### src/hw/tcoc_params.svh
// constants for the timer compare output control block
`ifndef TCOC_PARAMS_SVH
`define TCOC_PARAMS_SVH

// **************************************************
// register addresses (data space) and io offsets
// **************************************************
`define TCOC_IO_SPAN_LO      8'h00
`define TCOC_IO_SPAN_HI      8'h3f
`define TCOC_DATA_ADD        8'h20
`define TCOC_EXT_SPACE_LO    8'h60
`define TCOC_T1_CTRL_A_OFS   8'h2f
`define TCOC_T3_CTRL_A_OFS   8'h8b
`define TCOC_CTRL_A_RESET    8'h00

// **************************************************
// field positions
// **************************************************
`define TCOC_CHAN_A_HI       7
`define TCOC_CHAN_A_LO       6
`define TCOC_CHAN_B_HI       5
`define TCOC_CHAN_B_LO       4
`define TCOC_CHAN_C_HI       3
`define TCOC_CHAN_C_LO       2
`define TCOC_WAVE_LOW_HI     1
`define TCOC_WAVE_LOW_LO     0

// **************************************************
// waveform mode numbers
// **************************************************
`define TCOC_WM_NORMAL       4'h0
`define TCOC_WM_PC8          4'h1
`define TCOC_WM_PC10         4'h3
`define TCOC_WM_CTC_OCR      4'h4
`define TCOC_WM_FAST8        4'h5
`define TCOC_WM_FAST10       4'h7
`define TCOC_WM_PFC_ICR      4'h8
`define TCOC_WM_PFC_OCR      4'h9
`define TCOC_WM_PC_OCR       4'hb
`define TCOC_WM_CTC_ICR      4'hc
`define TCOC_WM_RESERVED     4'hd
`define TCOC_WM_FAST_ICR     4'he
`define TCOC_WM_FAST_OCR     4'hf

// **************************************************
// output mode field values
// **************************************************
`define TCOC_OM_OFF          2'h0
`define TCOC_OM_TOGGLE       2'h1
`define TCOC_OM_CLEAR        2'h2
`define TCOC_OM_SET          2'h3

`endif

### src/hw/tcoc_pkg.sv
// types for the timer compare output control block
package tcoc_pkg;

    typedef enum logic [3:0] {
        TCOC_MC_NONPWM = 4'h1,
        TCOC_MC_FAST   = 4'h2,
        TCOC_MC_DUAL   = 4'h4,
        TCOC_MC_RSVD   = 4'h8
    } tcoc_mode_class_t;

    typedef logic [1:0] tcoc_out_mode_t;
    typedef logic [3:0] tcoc_wave_mode_t;

endpackage

### src/hw/tcoc_chan.sv
// one compare output channel: waveform action and pin override
`timescale 1ns/10ps
`default_nettype none
`include "tcoc_params.svh"

module tcoc_chan
    import tcoc_pkg::*;
#(
    parameter bit IS_CHAN_A = 1'b0
) (
    input  wire logic            clk_sys,     // system clock
    input  wire logic            rst_sync_n,  // synchronised reset
    input  wire logic            tick,        // timer clock enable
    input  wire tcoc_wave_mode_t wave_mode,   // full four-bit mode
    input  wire tcoc_out_mode_t  out_mode,    // channel output mode
    input  wire logic            match,       // compare match
    input  wire logic            at_bottom,   // counter at bottom
    input  wire logic            at_top,      // counter at top
    input  wire logic            count_up,    // counting upward
    input  wire logic            eq_top,      // compare value is top
    input  wire logic            eq_bottom,   // compare value is bottom
    input  wire logic            port_data,   // normal port output
    input  wire logic            port_dir,    // data direction bit
    output logic                 cmp_out,     // compare output level
    output logic                 pin_out,     // pin output value
    output logic                 pin_oe_n     // pin driver enable, low on
);

    // ********************************************
    // mode decode
    // ********************************************
    tcoc_mode_class_t mode_class;
    logic             toggle_ok;
    logic             connected;
    logic             upper_set;
    logic             is_toggle;
    logic             cmp_q;
    logic             cmp_d;

    assign mode_class =
        (wave_mode == `TCOC_WM_NORMAL || wave_mode == `TCOC_WM_CTC_OCR ||
         wave_mode == `TCOC_WM_CTC_ICR) ? TCOC_MC_NONPWM :
        ((wave_mode >= `TCOC_WM_FAST8 && wave_mode <= `TCOC_WM_FAST10) ||
         wave_mode == `TCOC_WM_FAST_ICR ||
         wave_mode == `TCOC_WM_FAST_OCR) ? TCOC_MC_FAST :
        ((wave_mode >= `TCOC_WM_PC8 && wave_mode <= `TCOC_WM_PC10) ||
         (wave_mode >= `TCOC_WM_PFC_ICR && wave_mode <= `TCOC_WM_PC_OCR)) ?
        TCOC_MC_DUAL : TCOC_MC_RSVD;

    assign toggle_ok =
        (mode_class == TCOC_MC_NONPWM) ||
        (IS_CHAN_A && wave_mode == `TCOC_WM_FAST_OCR) ||
        (IS_CHAN_A && (wave_mode == `TCOC_WM_PFC_OCR ||
                       wave_mode == `TCOC_WM_PC_OCR));

    assign is_toggle = (out_mode == `TCOC_OM_TOGGLE);
    assign upper_set = out_mode[1];
    // zero field, or a toggle the mode does not allow, leaves the port
    assign connected = (out_mode != `TCOC_OM_OFF) &&
                       !(is_toggle && !toggle_ok);

    // ********************************************
    // next output level
    // ********************************************
    always_comb begin
        cmp_d = cmp_q;
        if (tick) begin
            case (mode_class)
                TCOC_MC_NONPWM: begin
                    if (match && is_toggle) begin
                        cmp_d = ~cmp_q;
                    end else if (match && upper_set) begin
                        cmp_d = out_mode[0];
                    end
                end
                TCOC_MC_FAST: begin
                    if (is_toggle && toggle_ok && match) begin
                        cmp_d = ~cmp_q;
                    end else if (upper_set && at_bottom) begin
                        cmp_d = ~out_mode[0];
                    end else if (upper_set && match && !eq_top) begin
                        cmp_d = out_mode[0];
                    end
                end
                TCOC_MC_DUAL: begin
                    if (is_toggle && toggle_ok && match) begin
                        cmp_d = ~cmp_q;
                    end else if (upper_set && at_bottom && eq_bottom) begin
                        cmp_d = out_mode[0];
                    end else if (upper_set && at_top && eq_top) begin
                        cmp_d = ~out_mode[0];
                    end else if (upper_set && match) begin
                        // up: 10 low, 11 high; down: opposite
                        cmp_d = count_up ? out_mode[0]
                                         : ~out_mode[0];
                    end
                end
                default: begin
                    cmp_d = cmp_q;
                end
            endcase
        end
    end

    always_ff @(posedge clk_sys or negedge rst_sync_n) begin
        if (!rst_sync_n) begin
            cmp_q <= 1'b0;
        end else begin
            cmp_q <= cmp_d;
        end
    end

    // ********************************************
    // pin override
    // ********************************************
    assign cmp_out  = cmp_q;
    assign pin_out  = connected ? cmp_q : port_data;
    assign pin_oe_n = ~port_dir;

endmodule // tcoc_chan

`default_nettype wire

### src/hw/tcoc_top.sv
// control register a of two 16-bit timers and their compare outputs
//
// Summary of operation
// - channel a, b, c output mode fields sit at bits 7:6, 5:4, 3:2
// - bits 1:0 hold the two low waveform mode bits
// - nonzero output mode routes compare output onto the pin, except 01 where the mode allows no toggle
// - pin driver enabled only when the direction bit says output
// - output mode zero leaves the pin under normal port control
// - non-pwm: 01 toggles, 10 clears, 11 sets on compare match
// - fast pwm 01 toggles channel a only in mode 15, else off
// - fast pwm 10: low on match, high at bottom
// - fast pwm 11: high on match, low at bottom
// - fast pwm: compare equal top with upper bit ignores match
// - dual-slope 01 toggles channel a only in modes 9 or 11
// - dual-slope 10: low on up-count match, high on down-count match
// - dual-slope 11: high on up-count match, low on down-count match
// - four-bit mode from register b high bits; classes non-pwm/fast/dual/reserved
// - dual-slope 10: compare at bottom gives steady low, at top steady high; 11 the reverse
`timescale 1ns/10ps
`default_nettype none
`include "tcoc_params.svh"

module tcoc_top
    import tcoc_pkg::*;
#(
    parameter int NUM_TIMERS = 2,
    parameter int NUM_CHAN   = 3
) (
    input  wire logic        clk_sys,         // 100 mhz i/o clock
    input  wire logic        rst_n,           // async reset, active low
    input  wire logic [7:0]  bus_addr,        // data-space address
    input  wire logic        bus_wr,          // write strobe
    input  wire logic        bus_rd,          // read strobe
    input  wire logic [7:0]  bus_wdata,       // write data
    output logic      [7:0]  bus_rdata,       // read data, registered
    input  wire logic [1:0]  t1_wave_mode_hi, // timer1 mode bits 3:2
    input  wire logic [1:0]  t3_wave_mode_hi, // timer3 mode bits 3:2
    input  wire logic [1:0]  timer_tick,      // clock enable per timer
    input  wire logic [1:0]  at_bottom,       // counter at bottom
    input  wire logic [1:0]  at_top,          // counter at top
    input  wire logic [1:0]  count_up,        // counting upward
    input  wire logic [5:0]  cmp_match,       // match, timer*3+chan
    input  wire logic [5:0]  cmp_eq_top,      // compare value is top
    input  wire logic [5:0]  cmp_eq_bottom,   // compare value is bottom
    input  wire logic [5:0]  port_data,       // normal port levels
    input  wire logic [5:0]  port_dir,        // direction bits
    output logic      [5:0]  cmp_out,         // compare output levels
    output logic      [5:0]  pin_out,         // pin output values
    output logic      [5:0]  pin_oe_n,        // pin enables, low drives
    output logic      [3:0]  t1_wave_mode,    // timer1 four-bit mode
    output logic      [3:0]  t3_wave_mode     // timer3 four-bit mode
);

    // ********************************************
    // elaboration checks
    // ********************************************
    generate
        if (NUM_TIMERS != 2) begin : g_bad_timers
            $error("tcoc_top serves exactly two timers");
        end
        if (NUM_CHAN != 3) begin : g_bad_chans
            $error("tcoc_top serves exactly three channels per timer");
        end
        // timer1 has to stay within reach of the io port instructions
        if (`TCOC_T1_CTRL_A_OFS > `TCOC_IO_SPAN_HI) begin : g_t1_io
            $error("timer1 control a lies outside the io span");
        end
        // its data address must not spill into extended space
        if (`TCOC_T1_CTRL_A_OFS + `TCOC_DATA_ADD >=
            `TCOC_EXT_SPACE_LO) begin : g_t1_data
            $error("timer1 data address runs into extended space");
        end
        // timer3 sits past the io span, data access only
        if (`TCOC_T3_CTRL_A_OFS < `TCOC_EXT_SPACE_LO) begin : g_t3_ext
            $error("timer3 control a must lie in extended space");
        end
        // each mode field is an adjacent bit pair
        if (`TCOC_CHAN_A_HI != `TCOC_CHAN_A_LO + 1 ||
            `TCOC_CHAN_B_HI != `TCOC_CHAN_B_LO + 1 ||
            `TCOC_CHAN_C_HI != `TCOC_CHAN_C_LO + 1) begin : g_bad_field
            $error("output mode fields must be two adjacent bits");
        end
        // mode fields and the low mode bits must not overlap
        if (`TCOC_CHAN_C_LO <= `TCOC_WAVE_LOW_HI ||
            `TCOC_WAVE_LOW_HI != `TCOC_WAVE_LOW_LO + 1) begin : g_bad_low
            $error("low mode bits must sit below the mode fields");
        end
    endgenerate

    // ********************************************
    // reset release
    // ********************************************
    // internal reset lifts two edges after the pin rises
    logic rst_meta_q;
    logic rst_sync_q;

    always_ff @(posedge clk_sys or negedge rst_n) begin
        if (!rst_n) begin
            rst_meta_q <= 1'b0;
            rst_sync_q <= 1'b0;
        end else begin
            rst_meta_q <= 1'b1;
            rst_sync_q <= rst_meta_q;
        end
    end

    // ********************************************
    // address decode
    // ********************************************
    // timer1 sits in io space, so its data address carries the offset
    localparam logic [7:0] T1_ADDR = `TCOC_T1_CTRL_A_OFS +
                                     `TCOC_DATA_ADD;
    // timer3 lies in extended space, printed address is the data address
    localparam logic [7:0] T3_ADDR = `TCOC_T3_CTRL_A_OFS;

    logic t1_sel;
    logic t3_sel;
    logic t1_wr;
    logic t3_wr;

    assign t1_sel = (bus_addr == T1_ADDR);
    assign t3_sel = (bus_addr == T3_ADDR);
    assign t1_wr  = bus_wr && t1_sel;
    assign t3_wr  = bus_wr && t3_sel;

    // ********************************************
    // control registers a
    // ********************************************
    logic [7:0] t1_ctrl_a_q;
    logic [7:0] t3_ctrl_a_q;
    logic [7:0] rdata_q;
    logic [7:0] rdata_d;

    always_ff @(posedge clk_sys or negedge rst_sync_q) begin
        if (!rst_sync_q) begin
            t1_ctrl_a_q <= `TCOC_CTRL_A_RESET;
            t3_ctrl_a_q <= `TCOC_CTRL_A_RESET;
        end else begin
            if (t1_wr) begin
                t1_ctrl_a_q <= bus_wdata;
            end
            if (t3_wr) begin
                t3_ctrl_a_q <= bus_wdata;
            end
        end
    end

    assign rdata_d = !bus_rd ? rdata_q :
                     t1_sel  ? t1_ctrl_a_q :
                     t3_sel  ? t3_ctrl_a_q : 8'h00;

    always_ff @(posedge clk_sys or negedge rst_sync_q) begin
        if (!rst_sync_q) begin
            rdata_q <= 8'h00;
        end else begin
            rdata_q <= rdata_d;
        end
    end

    assign bus_rdata = rdata_q;

    // ********************************************
    // field extraction
    // ********************************************
    tcoc_out_mode_t  out_mode [6];
    tcoc_wave_mode_t wave_mode [2];

    assign out_mode[0] = t1_ctrl_a_q[`TCOC_CHAN_A_HI:`TCOC_CHAN_A_LO];
    assign out_mode[1] = t1_ctrl_a_q[`TCOC_CHAN_B_HI:`TCOC_CHAN_B_LO];
    assign out_mode[2] = t1_ctrl_a_q[`TCOC_CHAN_C_HI:`TCOC_CHAN_C_LO];
    assign out_mode[3] = t3_ctrl_a_q[`TCOC_CHAN_A_HI:`TCOC_CHAN_A_LO];
    assign out_mode[4] = t3_ctrl_a_q[`TCOC_CHAN_B_HI:`TCOC_CHAN_B_LO];
    assign out_mode[5] = t3_ctrl_a_q[`TCOC_CHAN_C_HI:`TCOC_CHAN_C_LO];

    assign wave_mode[0] = {t1_wave_mode_hi,
        t1_ctrl_a_q[`TCOC_WAVE_LOW_HI:`TCOC_WAVE_LOW_LO]};
    assign wave_mode[1] = {t3_wave_mode_hi,
        t3_ctrl_a_q[`TCOC_WAVE_LOW_HI:`TCOC_WAVE_LOW_LO]};

    assign t1_wave_mode = wave_mode[0];
    assign t3_wave_mode = wave_mode[1];

    // ********************************************
    // channels
    // ********************************************
    generate
        for (genvar gi = 0; gi < NUM_TIMERS * NUM_CHAN; gi++) begin : g_ch
            localparam int TI = gi / NUM_CHAN;
            tcoc_chan #(
                .IS_CHAN_A ((gi % NUM_CHAN) == 0)
            ) u_chan (
                .clk_sys    (clk_sys),
                .rst_sync_n (rst_sync_q),
                .tick       (timer_tick[TI]),
                .wave_mode  (wave_mode[TI]),
                .out_mode   (out_mode[gi]),
                .match      (cmp_match[gi]),
                .at_bottom  (at_bottom[TI]),
                .at_top     (at_top[TI]),
                .count_up   (count_up[TI]),
                .eq_top     (cmp_eq_top[gi]),
                .eq_bottom  (cmp_eq_bottom[gi]),
                .port_data  (port_data[gi]),
                .port_dir   (port_dir[gi]),
                .cmp_out    (cmp_out[gi]),
                .pin_out    (pin_out[gi]),
                .pin_oe_n   (pin_oe_n[gi])
            );
        end
    endgenerate

endmodule // tcoc_top

`default_nettype wire

### config.mk
export PLATFORM = sky130hd
export DESIGN_NAME = tcoc_top
export DESIGN_NICKNAME = d
export VERILOG_FILES = /design/src/hw/tcoc_pkg.sv /design/src/hw/tcoc_chan.sv /design/src/hw/tcoc_top.sv
export VERILOG_INCLUDE_DIRS = /design/src /design/src/hw
export SDC_FILE = /design/constraint.sdc
export NUM_CORES = 1
export LEC_CHECK = 0
export BUFFER_PORTS_ARGS = -buffer_cell sky130_fd_sc_hd__buf_2
export CORE_MARGIN = 2
export CORE_UTILIZATION = 54
export CTS_BUF_LIST = sky130_fd_sc_hd__clkbuf_16
export DETAILED_ROUTE_END_ITERATION = 8
export GPL_ROUTABILITY_DRIVEN = 0
export PLACE_DENSITY = 0.86
export SLEW_MARGIN = 20
export SYNTH_ARGS = -nofsm -noshare
export SYNTH_HDL_FRONTEND = slang
export SYNTH_SLANG_ARGS = --single-unit
### constraint.sdc
create_clock -name clk_sys -period 2.15 [get_ports clk_sys]
set_input_delay 0.215 -clock clk_sys [delete_from_list [all_inputs] [get_ports clk_sys]]
set_output_delay 0.215 -clock clk_sys [all_outputs]
set_load 0.1 [all_outputs]
==> results of run 1 <==
-- sequential cells by signal, summed over array words and instances, names as in the netlist --
| name | cells |
|---|---|
| bus_rdata | 8 |
| g_ch.u_chan.cmp_out | 6 |
| rst_meta_q | 1 |
| rst_sync_q | 1 |
| t1_ctrl_a_q | 8 |
| t3_ctrl_a_q | 8 |
-- power groups by stage --
stage / clock (µW) / combinational [µW] / sequential (µW)
floorplan: 0 / 709 / 815
global placement: 0 / 886 / 746
detailed placement: 0 / 895 / 750
CTS: 795 / 901 / 740
global route: 824 / 955 / 753
finish: 784 / 906 / 741
-- critical path: stages (launching register included) --
cell     delay, ns
dfrtp_2       0.49
nor3_2        0.32
a21oi_1       0.12
mux2_2        0.23
buf_2         0.41
-- kinds of logic (layout without fill, tap and decap cells) --
logic type / after synthesis / after routing / share of synthesized area, %
xor gates and xnor gates: 4 / 4 / 1.35
muxes: 20 / 20 / 8.71
DFF: 32 / 32 / 31.0
other: 1 / 1 / 0.145
buffers and inverters: 56 / 122 / 12.6
and+or+nand+nor: 89 / 89 / 18.6
AOI/OAI and AO/OA: 109 / 109 / 27.7
-- area by class of cell --
cell class	count	area, µm²	area share [%]
Multi-Input combinational cell	223	1470	47.5
Sequential cell	32	806	26.1
Timing Repair Buffer	98	523	16.9
Clock buffer	5	125	4.05
Tap cell	54	67.6	2.19
Inverter	16	60.1	1.95
Clock inverter	3	38.8	1.26
-- timing repair --
item	CTS	global route
endpoints found under the setup margin	0	4
hold buffers	1	0
hold endpoints to repair	2	0
gates resized for setup	0	5
-- layout by cell type (no fill, tap or decap), types with 3 or more instances in the layout --
master	synthesis	routed
dfrtp_1	32	28
a22oi_1	12	12
a31oi_1	3	3
mux2_2	17	17
dfrtp_2	0	4
nand2_1	28	28
nor3b_1	4	4
clkbuf_4	0	3
nor2b_1	8	8
nand2b_1	4	4
nor3_1	4	4
buf_2	5	91
o211ai_1	5	5
nand3b_1	3	3
clkbuf_16	0	5
mux2_1	3	3
a21oi_1	33	33
nor2_1	13	13
o21ai_0	27	26
inv_1	16	17
o21ai_1	4	5
nand3_1	9	9
a32oi_1	3	3
-- through the flow --
step / utilization (%) / setup WS, ns / hold slack, ns
final: 66.2 / 0.0756 / 0.185
after global routing: 66.2 / 0.00691 / 0.187
after CTS: 65.9 / 0.0268 / 0.182
after detailed placement: 62.2 / 0.336 / 0.000531
after global placement: 62.2 / 0.390 / 0.00116
after floorplan: - / 0.157 / -0.0806
-- worst min-delay path by stage --
stage / start / to / slack, ns / cells past startpoint
3_5_place_dp: rst_n / rst_sync_q / 0.0005 / 1
2_1_floorplan: rst_n / rst_meta_q / -0.08 / 0
3_3_place_gp: rst_n / rst_meta_q / 0.001 / 1
5_1_grt: bus_wdata[3] / t3_ctrl_a_q[3] / 0.19 / 2
6_report: bus_wdata[3] / t1_ctrl_a_q[3] / 0.18 / 2
4_1_cts: bus_wdata[3] / t1_ctrl_a_q[3] / 0.18 / 2
-- per-layer routing --
layer  part of all wire [%]  routed length, µm  GRT usage [%]
met1                     44               2730           31.3
met2                     48               3010           39.1
met3                    7.2                449           4.97
met4                    1.3                 84           8.85
met5                      0                  0              0
==> results.txt, run 1 <==
port bufs - 95
Worst Hold Class - in -> reg
Final #Nets - 438
most numerous cell in the Yosys netlist - a21oi_1
initial antenna violation count - 0
Reg2Reg Setup Slack - 0.37 ns
final hold vios - 0
Synth cell types - 52
Mapped Area - 2590 µm²
startpoint types - flip-flop
initial core utilization - 55.5%
top cells by area, synth - dfrtp_1 31%, mux2_2 7.4%, buf_4 6.7%, a21oi_1 6.4%, o21ai_0 5.2%
Worst-Margin Slew - 0.854 ns
die area - 5360 µm²
Synth top area share - 31.0%
crit path kind - reg -> out
Worst EP required - 1.93 ns
TritonCTS sink count - 32
Power Total - 2430 µW
crit share post-route - 96.5%
Max-slew headroom - 43.1%
warnings from Yosys - 0
Final Max Slew Viols - 0
CP startpoint - t3_ctrl_a_q[1]
vias in the first global route - 2,249
Iter 0 DRT Violations - 209
internal power - 1420 µW
leak pwr - 0.00145 µW
total global routing overflow - 0
Comb pwr share - 37.3%
# rows - 25
Vias per Instance - 5.94
TritonRoute pass-1 iters - 4
R2R Path End - g_ch[3].u_chan.cmp_out
WL/cell - 14.5 µm
CTS tree - yes
worst setup path endpoint - pin_out[4]
# IOs - 96
Area Overhead vs Synth - 19.4%
FF-to-FF Start - t3_ctrl_a_q[1]
Synth Area per Inst - 8.32 µm²
Top FF cell, synth - dfrtp_1
Async SR Flop Fraction - 100%
largest area contributor in the netlist - dfrtp_1
clk_skew - 0.00535 ns
core area - 4660 µm²
dpl cell area - 2900 µm²
status - finished clean
P_sw - 1020 µW
antenna cells - 0
Syn Nets - 373
CP Max Fanout - 11
clock transition at the registers of the reported paths - 0.05 ns
clock network power share - 32.2%
sequential share of power - 30.5%
chip height - 73.2 µm
EDFF count, synth - 0
Max Clock Freq - 482 MHz
Post-DP HPWL - 4850 µm
fillers - 378
drt total wl - 6270 µm
CTS buffer count - 5
Root Buffer - clkbuf_16
final std cells w/o fill - 431
Worst Reg2Reg Path Length in Cells - 5
CP Data Arrival Time - 1.86 ns
Period minus WS final - 2.07 ns
share of cells above drive strength 1 - 37.1%
Worst-Skew Late Latency - 0.28 ns
Max Cap Violations - 0
placed cell count - 422
Post-synth top cells - 33 x a21oi_1, 32 x dfrtp_1, 28 x nand2_1
Clock Path Buffers - 2
number of setup violations in the final report - 0
largest net degree at the start of global routing - 23
wire length of the first global-routing pass - 9970 µm
Seq/Total Area, Yosys - 31.0%
DRC errors left - 0
register bit total from synthesis - 32
Worst setup EP type - output pin
Design Area, Final - 3090 µm²
overall global routing resource usage - 24.0%
unrepaired setup endpoints after global routing - false
CTS H-tree depth - 2
number of setup buffers added after CTS - 0
setup tns final - 0 ns
PwrDens - 788 nW/µm²
gate count of the mapped netlist - 311
die width - 73.2 µm
switching part of the total - 41.8%
Worst VDD drop - 0.674 mV
DRT antenna net count - 0
vias - 2,558
Power figures use the tool's default switching activity.
==> run 2, diff against run 1 <==
--- a/config.mk
+++ b/config.mk
@@ -7,12 +7,14 @@
 export NUM_CORES = 1
 export LEC_CHECK = 0
 export BUFFER_PORTS_ARGS = -buffer_cell sky130_fd_sc_hd__buf_2
+export CELL_PAD_IN_SITES_DETAIL_PLACEMENT = 0
+export CELL_PAD_IN_SITES_GLOBAL_PLACEMENT = 2
 export CORE_MARGIN = 2
-export CORE_UTILIZATION = 54
+export CORE_UTILIZATION = 30
 export CTS_BUF_LIST = sky130_fd_sc_hd__clkbuf_16
 export DETAILED_ROUTE_END_ITERATION = 8
 export GPL_ROUTABILITY_DRIVEN = 0
-export PLACE_DENSITY = 0.86
+export PLACE_DENSITY = 0.95
 export SLEW_MARGIN = 20
 export SYNTH_ARGS = -nofsm -noshare
 export SYNTH_HDL_FRONTEND = slang
==> run 2 against run 1 <==
Net effect:
- non-clock buffer count up 2
- power is 0.79% higher
- sequential power hardly changed
- utilization shrank 28 points
- critical path depth unchanged
- register-to-register slack better by 0.06 ns
- design area grew 3.4%
- count of clock-buffer cells in the layout stayed put
- hold slack improved by 0.0041 ns
- clock skew barely moved
- sequential share of layout area fell by 0.85 points
- maximum frequency rose by 2.3%
- critical endpoint is now pin_out[2]
- highest routed layer unchanged
==> results.txt, run 2 (synthesized netlist as in run 1, its figures left out) <==
Worst setup EP type - output pin
FF-to-FF Start - t3_ctrl_a_q[1]
initial core utilization - 31.2%
TritonRoute pass-1 iters - 4
die area - 9380 µm²
Iter 0 DRT Violations - 122
port bufs - 95
P_sw - 1020 µW
CP Data Arrival Time - 1.81 ns
share of cells above drive strength 1 - 37.5%
Final #Nets - 440
Max-slew headroom - 51.3%
crit share post-route - 94.3%
vias - 2,451
clk_skew - 0.00578 ns
total global routing overflow - 0
wire length of the first global-routing pass - 11,300 µm
Max Clock Freq - 493 MHz
clock transition at the registers of the reported paths - 0.05 ns
max incr delay on CP - 0.47 ns
Worst Path Buf+Inv - 1
Vias per Instance - 5.06
final hold vios - 0
delay-heaviest family, CP - flip-flops
Clock Path Buffers - 2
die width - 96.9 µm
startpoint types - flip-flop
crit path cell chain - nor3_2 -> a21oi_1 -> mux2_1 -> buf_2
DRC errors left - 0
worst hold start - bus_wdata[3]
CTS H-tree depth - 2
WL/cell - 14.2 µm
Worst Reg2Reg Path Length in Cells - 5
Worst VDD drop - 0.394 mV
Post-DP HPWL - 5400 µm
vias in the first global route - 2,378
Crit-path slowest cell - dfrtp_2
switching part of the total - 41.7%
number of setup violations in the final report - 0
commonest non-fill, non-tap cell in the layout - buf_2
# rows - 33
chip height - 96.9 µm
# IOs - 96
PwrDens - 768 nW/µm²
DRT antenna net count - 0
R2R Path End - g_ch[3].u_chan.cmp_out
Min Hold Slack - 0.189 ns
setup tns final - 0 ns
Root Buffer - clkbuf_16
internal power - 1430 µW
Power Total - 2450 µW
Comb pwr share - 37.8%
leak pwr - 0.00146 µW
sequential share of power - 30.2%
Final Max Slew Viols - 0
number of setup buffers added after CTS - 0
Period minus WS final - 2.03 ns
Hold Path Cell Cnt - 2
Worst-Margin Slew - 0.730 ns
Max Cap Violations - 0
initial antenna violation count - 0
unrepaired setup endpoints after global routing - false
CTS buffer count - 5
most frequent cells in the layout - 91 x buf_2, 33 x a21oi_1, 28 x nand2_1, 28 x dfrtp_1, 26 x o21ai_0
overall global routing resource usage - 14.5%
core area - 8300 µm²
drt total wl - 6890 µm
largest net degree at the start of global routing - 19
fin util - 38.4%
Area Overhead vs Synth - 23.4%
Worst EP required - 1.93 ns
status - finished clean
Hold EP - t3_ctrl_a_q[3]
CP Max Fanout - 9
CTS tree - yes
Worst-Skew Late Latency - 0.28 ns
crit path kind - reg -> out
clock network power share - 32.0%
Reg2Reg Setup Slack - 0.43 ns
antenna cells - 0
Worst Hold Class - in -> reg
TritonCTS sink count - 32
==> run 2: worst max path at each step <==
stage | depth (start not counted) | to | startpoint
after global routing | 4 | pin_out[3] | t3_ctrl_a_q[1]
after CTS | 5 | pin_out[0] | t1_ctrl_a_q[1]
after floorplan | 7 | pin_out[0] | t1_ctrl_a_q[0]
after global placement | 5 | pin_out[0] | t1_ctrl_a_q[1]
final | 4 | pin_out[2] | t1_ctrl_a_q[1]
after detailed placement | 5 | pin_out[0] | t1_ctrl_a_q[1]
==> run 2: metrics by stage <==
| step | setup WS [ns] | std cells | cell area (µm²) |
|---|---|---|---|
| 2_1_floorplan | 0.157 | 311 | 2590 |
| 3_3_place_gp | 0.370 | 475 | 3010 |
| 3_5_place_dp | 0.333 | 475 | 3010 |
| 4_1_cts | 0.0323 | 484 | 3180 |
| 5_1_grt | 0.0193 | 484 | 3190 |
| 6_report | 0.123 | 484 | 3190 |
==> run 2: power groups by stage <==
stage / clock network, µW / registers [µW] / logic (µW)
after floorplan: 0 / 815 / 709
after global placement: 0 / 751 / 919
after detailed placement: 0 / 752 / 924
after CTS: 802 / 742 / 928
after global routing: 824 / 753 / 979
final: 784 / 740 / 927
==> run 2: area by class of cell <==
type | instances | area (µm²)
multi-input cells | 223 | 1470
well taps | 105 | 131
clock inverters | 3 | 37.5
fillers | 854 | 5110
flip-flops and latches | 32 | 806
inverters | 16 | 60.1
repair buffers | 100 | 563
clock buffers | 5 | 125
==> run 2: what timing repair did <==
item / in CTS / in global routing
gates resized for setup: 0 / 3
setup endpoints to repair: 0 / 2
hold buffers: 1 / 0
hold endpoints to repair: 2 / 0
==> run 2: metal layers <==
| metal | global-route usage [%] | part of all wire, % | vias to the layer above | routed length (µm) |
|---|---|---|---|---|
| li1 | - | - | 1243 | - |
| met1 | 19.3 | 47 | 1147 | 3270 |
| met2 | 23.6 | 47 | 55 | 3230 |
| met3 | 3.47 | 4.8 | 6 | 328 |
| met4 | 3.68 | 0.81 | 0 | 56 |
| met5 | 0 | 0 | - | 0 |
